==> src/resp_fmt_pkg.sv <==
// Package: command codes, response field layout and reset values for the response formatter
package resp_fmt_pkg;
   localparam logic [3:0] CMD_INIT = 4'h0;
   localparam logic [3:0] CMD_STATUS = 4'h1;
   localparam logic [3:0] CMD_READ_ACCEL = 4'h2;
   localparam logic [3:0] CMD_REQ_ID = 4'h4;
   localparam logic [3:0] CMD_CLEAR = 4'h7;
   localparam logic [3:0] CMD_NVM = 4'h9;
   localparam logic [3:0] CMD_FORMAT = 4'ha;
   localparam logic [3:0] CMD_READ_REG = 4'hb;
   localparam logic [3:0] CMD_ST_OFF = 4'hc;
   localparam logic [3:0] CMD_ST_ON = 4'hd;
   localparam logic [3:0] CMD_REV_INIT = 4'hf;
   localparam logic [3:0] GLOBAL_ADDR = 4'h0;
   localparam logic [4:0] ID_PATTERN = 5'h04;
   localparam logic [3:0] FMT_PATTERN = 4'h6;
   localparam logic [1:0] ATTR_UNLOCKED = 2'h2;
   // Arbitrary neutral version code
   localparam logic [2:0] VERSION_CODE = 3'h1;
   localparam logic [1:0] BANK_INVALID = 2'h3;
   localparam logic [3:0] ADDR_RST = 4'h0;
   localparam logic [3:0] FMT_REG_RST = 4'h0;
   localparam int ADDR_MSB = 15;
   localparam int ADDR_LSB = 12;
   localparam int FMT_REGS = 8;
endpackage

==> src/fmt_reg_if.sv <==
// Interface: access path from the decoder to the format register file
`timescale 1ns/100ps
interface fmt_reg_if;
   logic wr_en;
   logic [2:0] index;
   logic [3:0] wr_data;
   logic [3:0] rd_data;
   modport ctrl (output wr_en, output index, output wr_data, input rd_data);
   modport regs (input wr_en, input index, input wr_data, output rd_data);
endinterface

==> src/fmt_reg_file.sv <==
// Eight 4-bit format control registers
`timescale 1ns/100ps
module fmt_reg_file
   import resp_fmt_pkg::*;
(
   input wire logic CLK,
   input wire logic RST_B,
   fmt_reg_if.regs fr
);
   logic [3:0] regs_ff [FMT_REGS];
   assign fr.rd_data = regs_ff[fr.index];

   always_ff @(posedge CLK) begin
      for (int i = 0; i < FMT_REGS; i++) begin
         if (!RST_B) begin
            regs_ff[i] <= FMT_REG_RST;
         end else if (fr.wr_en && fr.index == 3'(i)) begin
            regs_ff[i] <= fr.wr_data;
         end
      end
   end
endmodule

==> src/sensor_bus_response_formatter.sv <==
// Command decoder and long-word response formatter for the sensor bus slave
`timescale 1ns/100ps
// Contract
// - Address in 15:12; ID response layout
// - Accel response: ground fault, status, result
// - Status and self-test response bit order
// - Self-test and error flags reported as set
// - Format response: 0110, rw, index, data
// - Read-register response: index and contents
// - Init response: fault, nv, switch, bank, address
// - Address from preset; zero allows assignment
// - Attribute forced to 10 until locked
// - Bank stored; invalid bank gets no response
// - Bus test result reported as fault flag
// - Switch bit closes switch unless bus test failed; state reported
// - Three-bit index selects one of eight
// - Format write stores, read returns contents
// - Ground fault only when detection enabled
// - Programming enable taken at initialization
// - Assigned address taken and reported
// - NVM location from index plus bank
// - NVM program when enabled, else read
// - Format rw flag; global read ignored
// - No response on CRC error or bad code
// - At most one response per command, no retry
module sensor_bus_response_formatter
   import resp_fmt_pkg::*;
(
   // Clock and reset
   input wire logic CLK,
   input wire logic RST_B,
   // Decoded command from the link layer
   input wire logic CMD_VALID,
   input wire logic CMD_CRC_ERR,
   input wire logic [3:0] CMD_ADDR,
   input wire logic [3:0] CMD_CODE,
   input wire logic [7:0] CMD_DATA,
   // Configuration and sensor state
   input wire logic [3:0] PRESET_ADDR,
   input wire logic CUSTOMER_LOCK_BIT,
   input wire logic [1:0] DEVICE_CONFIG_ONE,
   input wire logic GND_LOSS_DETECT_EN,
   input wire logic GND_FAULT_DETECTED,
   input wire logic INTERNAL_ERROR,
   input wire logic UNDERVOLTAGE,
   input wire logic [9:0] ACCEL_RESULT,
   input wire logic BUS_TEST_FAIL,
   // User register read port
   output logic [3:0] USER_REG_INDEX,
   input wire logic [7:0] USER_REG_VALUE,
   // Nonvolatile memory port
   output logic NVM_PROG,
   output logic [5:0] NVM_SEL,
   output logic [3:0] NVM_WDATA,
   input wire logic [3:0] NVM_RDATA,
   // Device state
   output logic SWITCH_CLOSED,
   output logic SELFTEST_ACTIVE,
   output logic [3:0] BUS_NODE_ADDRESS,
   // Response
   output logic RESP_VALID,
   output logic [15:0] RESP_DATA
);
   typedef enum logic [1:0] {ST_IDLE, ST_EXEC, ST_SEND} state_t;

   state_t state_ff, nxt_state;
   logic [3:0] addr_ff, code_ff;
   logic [7:0] data_ff;
   logic [3:0] node_addr_ff;
   logic addr_loaded_ff;
   logic [1:0] bank_ff;
   logic prog_en_ff, switch_ff, selftest_ff;
   logic resp_valid_ff;
   logic [15:0] resp_ff, nxt_resp;
   logic [3:0] user_idx_ff;
   logic nvm_prog_ff;
   logic [5:0] nvm_sel_ff;
   logic [3:0] nvm_wdata_ff;
   logic send_ok;

   fmt_reg_if fr ();
   fmt_reg_file u_fmt (.CLK(CLK), .RST_B(RST_B), .fr(fr));

   // Command field decode
   wire is_init = (code_ff == CMD_INIT) || (code_ff == CMD_REV_INIT);
   wire is_global = (addr_ff == GLOBAL_ADDR);
   wire for_me = !is_global && (addr_ff == node_addr_ff);
   wire [3:0] pa = data_ff[3:0];
   wire [1:0] bank_req = data_ff[5:4];
   // Preset device: both fields match preset; blank device: address field zero
   wire init_addr_ok = (pa != 4'h0) && ((node_addr_ff == 4'h0) ? (addr_ff == 4'h0)
                       : (addr_ff == node_addr_ff && pa == node_addr_ff));
   wire init_ok = init_addr_ok && (bank_req != BANK_INVALID);
   wire fmt_wr = (code_ff == CMD_FORMAT) && data_ff[7];
   wire [1:0] attr = CUSTOMER_LOCK_BIT ? DEVICE_CONFIG_ONE : ATTR_UNLOCKED;
   wire gf = GND_LOSS_DETECT_EN & GND_FAULT_DETECTED;
   // Self-test commands report the state they leave behind, in both ST and summary bits
   wire st_now = (code_ff == CMD_ST_ON) ? 1'b1
                 : (code_ff == CMD_ST_OFF) ? 1'b0 : selftest_ff;
   wire stat = INTERNAL_ERROR | st_now | UNDERVOLTAGE | gf;
   wire [7:0] status_byte = {prog_en_ff, UNDERVOLTAGE, st_now, switch_ff,
                             attr, stat, gf};
   wire nxt_switch = init_ok ? (data_ff[6] & !BUS_TEST_FAIL) : switch_ff;

   assign fr.index = data_ff[6:4];
   assign fr.wr_data = data_ff[3:0];
   assign fr.wr_en = (state_ff == ST_EXEC) && fmt_wr && (for_me || is_global);

   // Response selection and whether one is owed
   always_comb begin
      nxt_resp = {addr_ff, 12'h000};
      send_ok = for_me;
      case (code_ff)
         CMD_INIT, CMD_REV_INIT: begin
            send_ok = init_ok;
            nxt_resp = {pa, 3'h0, BUS_TEST_FAIL, prog_en_ff | data_ff[7],
                        nxt_switch, bank_req, pa};
         end
         CMD_STATUS, CMD_ST_OFF, CMD_ST_ON: begin
            nxt_resp = {node_addr_ff, 4'h0, status_byte};
         end
         CMD_READ_ACCEL: nxt_resp = {node_addr_ff, gf, stat, ACCEL_RESULT};
         CMD_REQ_ID: nxt_resp = {node_addr_ff, 4'h0, VERSION_CODE, ID_PATTERN};
         CMD_FORMAT: nxt_resp = {node_addr_ff, FMT_PATTERN, data_ff[7], data_ff[6:4],
                                 fmt_wr ? data_ff[3:0] : fr.rd_data};
         CMD_READ_REG: nxt_resp = {node_addr_ff, data_ff[3:0], USER_REG_VALUE};
         CMD_NVM: nxt_resp = {node_addr_ff, data_ff[7:4], data_ff[7:4],
                              prog_en_ff ? data_ff[3:0] : NVM_RDATA};
         default: send_ok = 1'b0;
      endcase
   end

   always_comb begin
      case (state_ff)
         ST_IDLE: nxt_state = (CMD_VALID && !CMD_CRC_ERR) ? ST_EXEC : ST_IDLE;
         ST_EXEC: nxt_state = send_ok ? ST_SEND : ST_IDLE;
         ST_SEND: nxt_state = ST_IDLE;
         default: nxt_state = ST_IDLE;
      endcase
   end

   always_ff @(posedge CLK) begin
      if (!RST_B) begin
         state_ff <= ST_IDLE;
         addr_ff <= 4'h0;
         code_ff <= 4'h0;
         data_ff <= 8'h00;
      end else begin
         state_ff <= nxt_state;
         if (state_ff == ST_IDLE && CMD_VALID) begin
            addr_ff <= CMD_ADDR;
            code_ff <= CMD_CODE;
            data_ff <= CMD_DATA;
         end
      end
   end

   // Preset address is caught in the first cycle after reset release
   always_ff @(posedge CLK) begin
      if (!RST_B) begin
         node_addr_ff <= ADDR_RST;
         addr_loaded_ff <= 1'b0;
      end else if (!addr_loaded_ff) begin
         node_addr_ff <= PRESET_ADDR;
         addr_loaded_ff <= 1'b1;
      end else if (state_ff == ST_EXEC && is_init && init_ok) begin
         node_addr_ff <= pa;
      end
   end

   // Bank and switch are rewritten by each accepted init, programming enable is only ever set by one and cleared only by reset
   always_ff @(posedge CLK) begin
      if (!RST_B) begin
         bank_ff <= 2'h0;
         prog_en_ff <= 1'b0;
         switch_ff <= 1'b0;
      end else if (state_ff == ST_EXEC && is_init && init_ok) begin
         bank_ff <= bank_req;
         prog_en_ff <= prog_en_ff | data_ff[7];
         switch_ff <= nxt_switch;
      end
   end

   always_ff @(posedge CLK) begin
      if (!RST_B) begin
         selftest_ff <= 1'b0;
      end else if (state_ff == ST_EXEC && (for_me || is_global)) begin
         if (code_ff == CMD_ST_ON) begin
            selftest_ff <= 1'b1;
         end else if (code_ff == CMD_ST_OFF || code_ff == CMD_CLEAR) begin
            selftest_ff <= 1'b0;
         end
      end
   end

   // NVM and user register side effects; NVM_PROG pulses once per addressed NVM command while programming is enabled
   always_ff @(posedge CLK) begin
      if (!RST_B) begin
         nvm_prog_ff <= 1'b0;
         nvm_sel_ff <= 6'h00;
         nvm_wdata_ff <= 4'h0;
         user_idx_ff <= 4'h0;
      end else begin
         nvm_prog_ff <= (state_ff == ST_IDLE) && CMD_VALID && !CMD_CRC_ERR
                        && CMD_CODE == CMD_NVM && CMD_ADDR == node_addr_ff
                        && CMD_ADDR != GLOBAL_ADDR && prog_en_ff;
         if (state_ff == ST_IDLE && CMD_VALID) begin
            nvm_sel_ff <= {CMD_DATA[7:4], bank_ff};
            nvm_wdata_ff <= CMD_DATA[3:0];
            user_idx_ff <= CMD_DATA[3:0];
         end
      end
   end

   always_ff @(posedge CLK) begin
      if (!RST_B) begin
         resp_valid_ff <= 1'b0;
         resp_ff <= 16'h0000;
      end else begin
         resp_valid_ff <= (state_ff == ST_EXEC) && send_ok;
         if (state_ff == ST_EXEC && send_ok) begin
            resp_ff <= nxt_resp;
         end
      end
   end

   assign RESP_VALID = resp_valid_ff;
   assign RESP_DATA = resp_ff;
   assign BUS_NODE_ADDRESS = node_addr_ff;
   assign SWITCH_CLOSED = switch_ff;
   assign SELFTEST_ACTIVE = selftest_ff;
   assign NVM_PROG = nvm_prog_ff;
   assign NVM_SEL = nvm_sel_ff;
   assign NVM_WDATA = nvm_wdata_ff;
   assign USER_REG_INDEX = user_idx_ff;
endmodule
==> config.mk <==
export PLATFORM = sky130hd
export DESIGN_NAME = sensor_bus_response_formatter
export DESIGN_NICKNAME = d
export VERILOG_FILES = /design/src/resp_fmt_pkg.sv /design/src/fmt_reg_if.sv /design/src/fmt_reg_file.sv /design/src/sensor_bus_response_formatter.sv
export SDC_FILE = /design/constraint.sdc
export NUM_CORES = 1
export LEC_CHECK = 0
export BUFFER_PORTS_ARGS = -buffer_cell sky130_fd_sc_hd__buf_4
export CORE_MARGIN = 2
export CORE_UTILIZATION = 40
export CTS_CLUSTER_DIAMETER = 40
export DETAILED_ROUTE_END_ITERATION = 12
export PLACE_DENSITY = 0.61
export SLEW_MARGIN = 20
export SYNTH_ARGS = -nofsm -noshare
export SYNTH_HDL_FRONTEND = slang
export SYNTH_SLANG_ARGS = --single-unit
==> constraint.sdc <==
create_clock -name CLK -period 2.6 [get_ports CLK]
set_input_delay 0.13 -clock CLK [delete_from_list [all_inputs] [get_ports CLK]]
set_output_delay 0.13 -clock CLK [all_outputs]
set_load 0.02 [all_outputs]
==> summary.txt <==
Status - complete, no violations
Hold path cells - 1
Critical path's largest stage delay - 0.58 ns
CTS tree - done
Clock sink count - 83
Fin crit period - 2.470 ns
Routed WL - 13.26 mm
Count leader, synth - dfxtp_1
Startpoint type of the worst setup path - flip-flop
Critical Path AT - 2.67 ns
Busiest grt layer - met2
Worst vdd ir - 258.1 uV
Avg Inst Size Synth - 9.333 sq um
Top cells by area, synth - dfxtp_1 (24%), edfxtp_1 (22%), a21oi_1 (4.3%)
Accumulated negative setup slack - 0 ns
Synth warn - 0
Clk_lat worst skew - 0.36 ns
Register area share after synthesis - 0.4577
Reg area - 1982 sq um
Total gr overflow - 0
Crit path max fanout - 16
Initial Util - 0.4157
Number of global-route vias before repair - 3939
TritonRoute pass-1 iters - 4
Cts bufs inserted - 9
P_leak - 2.027 nW
Final Cell Area - 5445 sq um
Layout cells sized above 1 - 0.2898
R2R Path End - RESP_DATA[0]$_SDFFE_PN0P_
Die area - 11670 sq um
H-tree levels - 3
Syn_nets - 518
Synthesized instance count - 464
Placed Area - 5236 sq um
Number of antenna repair diodes - 0
RSZ-0062 raised after global routing - yes
First-pass GRT wire length - 20.96 mm
CORE AREA - 10420 sq um
Rows - 37
Grt met1 use - 0.3230
Worst-case clock buffer depth - 2
Largest net degree at the start of global routing - 32
Final period util - 0.9499
Max-cap violations - 0
Crit-path cells - or4_4, a221o_1, or3_1, o21ai_4, buf_12, a221oi_1
Fin. max-slew vios - 0
Met2 usage - 0.3738
Area Overhead vs Synth - 25.74%
Post-synth top area share - 0.2358
Maximum clock rate - 404.9 MHz
Worst R2R Setup Slack - 0.13 ns
WP data required - 2.80 ns
Area leader, netlist - dfxtp_1
RD Place Congestion - 0.9216
Port bufs - 91
Worst hold path type - in2reg
Final setup vio count - 0
Final net count - 608
DRC violations left - 0
Area of the multi-input gates - 2101 sq um
WP buf/inv - 1
PD cells - 519.9 nW/um^2
DR WL/cell - 19.08 um
Pre-CTS setup slack - 0.02226 ns
Synth Flop Type - dfxtp_1
R2R depth - 6
Met3 Track Usage GR - 0.03858
EDFF count, synth - 32
Max-slew headroom - 0.4497
Critical hold path startpoint - RST_B
Synth unique cells - 59
Antenna violations before repair - 0
Fill cell count - 966
CP Class - reg2reg
#FFs+latches synth - 83
Worst R2R Start - addr_ff[3]$_SDFFE_PN0P_
Slowest-stage cell, CP - or4_4
Top Family by Delay on Critical Path - simple AND/OR/NAND/NOR gates
Die H - 108.1 um
Worst-Margin Slew - 0.8232 ns
Synthesized area - 4330 sq um
Hpwl dp - 10.06 mm
Top Ports - 92
GRT Util Overall - 0.2334
Via/cell ratio - 5.774
Ys async rst share - 0
Detail Route Antenna Nets - 0
Final Hold Fails - 0
Setup crit end kind - flip-flop
Hold-critical path endpoint - addr_loaded_ff$_DFF_P_
Iter 0 DRT Violations - 259
Most instantiated cells after synthesis - dfxtp_1 (51), nand2_1 (47), nor2_1 (40), a21oi_1 (37), clkbuf_1 (34)
Clk root buf - clkbuf_8
Final worst setup slack - 0.1302 ns
Routed vias - 4013
Die W - 108.1 um
Fin Clk Skew - 0.009616 ns
Clock transition at path regs - 0.09 ns
==> worst max path at each step <==
stage | startpoint | to | slack (ns) | cells past startpoint
floorplan | BUS_NODE_ADDRESS[3]$_SDFFE_PN0P_ | u_fmt.regs_ff[1][0]$_SDFFCE_PN0P_ | 0.12 | 7
global placement | addr_ff[3]$_SDFFE_PN0P_ | RESP_DATA[4]$_SDFFE_PN0P_ | 0.10 | 5
detailed placement | addr_ff[3]$_SDFFE_PN0P_ | RESP_DATA[9]$_SDFFE_PN0P_ | 0.02 | 5
CTS | addr_ff[3]$_SDFFE_PN0P_ | RESP_DATA[9]$_SDFFE_PN0P_ | 0.008 | 5
global route | addr_ff[3]$_SDFFE_PN0P_ | u_fmt.regs_ff[4][1]$_SDFFCE_PN0P_ | -0.02 | 4
finish | addr_ff[3]$_SDFFE_PN0P_ | RESP_DATA[0]$_SDFFE_PN0P_ | 0.13 | 6
==> state kept, by name, summed over array words and instances, names as in the netlist, 2 cells and up, named ones only <==
name	flops
BUS_NODE_ADDRESS	4
NVM_SEL	2
RESP_DATA	16
addr_ff	4
bank_ff	2
code_ff	4
data_ff	8
state_ff	2
u_fmt.regs_ff	32
==> cells by family (layout without fill, tap and decap cells) <==
kind of cell              after synthesis  in the layout  synth area share
muxes                                  16             16           0.06010
xor gates and xnor gates               11             11           0.02225
DFF                                    83             83            0.4577
and+or+nand+nor                       165            165            0.1956
buffers and inverters                  61            156           0.05808
AOI/OAI and AO/OA                     128            128            0.2063
==> final cells by class <==
class	instances	share of cell area
Sequential cell	83	0.3640
Tap cell	136	0.03125
Multi-Input combinational cell	320	0.3858
Inverter	13	0.008961
Clock inverter	7	0.009421
Timing Repair Buffer	127	0.1778
Clock buffer	9	0.02275
==> routing by layer <==
metal | wire length, um | part of all wire | vias up
li1 | - | - | 1916
met1 | 5828 | 0.44 | 1912
met2 | 6249 | 0.47 | 154
met3 | 846 | 0.064 | 31
met4 | 337 | 0.025 | 0
met5 | 0 | 0 | -
==> power breakdown <==
group	internal (mW)	leakage, nW	switching, mW
logic	0.238	1.19	0.302
clock network	0.352	0.0876	0.496
registers	1.39	0.746	0.0509
total	1.98	2.03	0.849
==> cell usage in the layout (no fill, tap or decap), types with 2 or more instances in the layout <==
cell,instances
nor2b_1,5
and3_1,2
or3_1,4
buf_4,125
a21oi_1,37
nor3_1,4
nand3_1,9
nor2_1,40
nor4_1,20
o221ai_1,2
o22ai_1,4
a2111oi_0,3
nand2b_1,9
a211oi_1,2
dfxtp_1,51
clkbuf_8,9
a22o_1,3
inv_1,13
mux4_2,8
inv_6,2
a31oi_1,4
a211o_1,3
nand4_1,6
clkinv_4,2
xnor2_1,11
mux2i_1,8
a311oi_1,5
or2_2,4
a221oi_1,18
nand2_1,46
a22oi_1,4
a32o_1,2
edfxtp_1,32
a21boi_0,2
and2_1,3
nor4bb_1,2
o211ai_1,2
a222oi_1,2
o211a_1,4
o21ai_0,21
==> timing repair <==
action / CTS / global route
hold endpoints to repair: 1 / 0
hold buffers: 1 / 0
gates resized for setup: 0 / 2
setup endpoints to repair: 0 / 24
setup buffers: 0 / 1
==> stage by stage <==
| step | hold WS (ns) | total power, mW | util | instances |
|---|---|---|---|---|
| after floorplan | 0.1577 | 1.765 | - | 464 |
| after global placement | 0.3248 | 1.997 | 0.5027 | 677 |
| after detailed placement | 0.3311 | 2.000 | 0.5027 | 677 |
| after CTS | 0.004602 | 2.831 | 0.5205 | 694 |
| after global routing | 0.006473 | 2.941 | 0.5228 | 695 |
| final | 0.01483 | 2.831 | 0.5228 | 695 |
No activity file was read; power rests on OpenSTA's default activity.
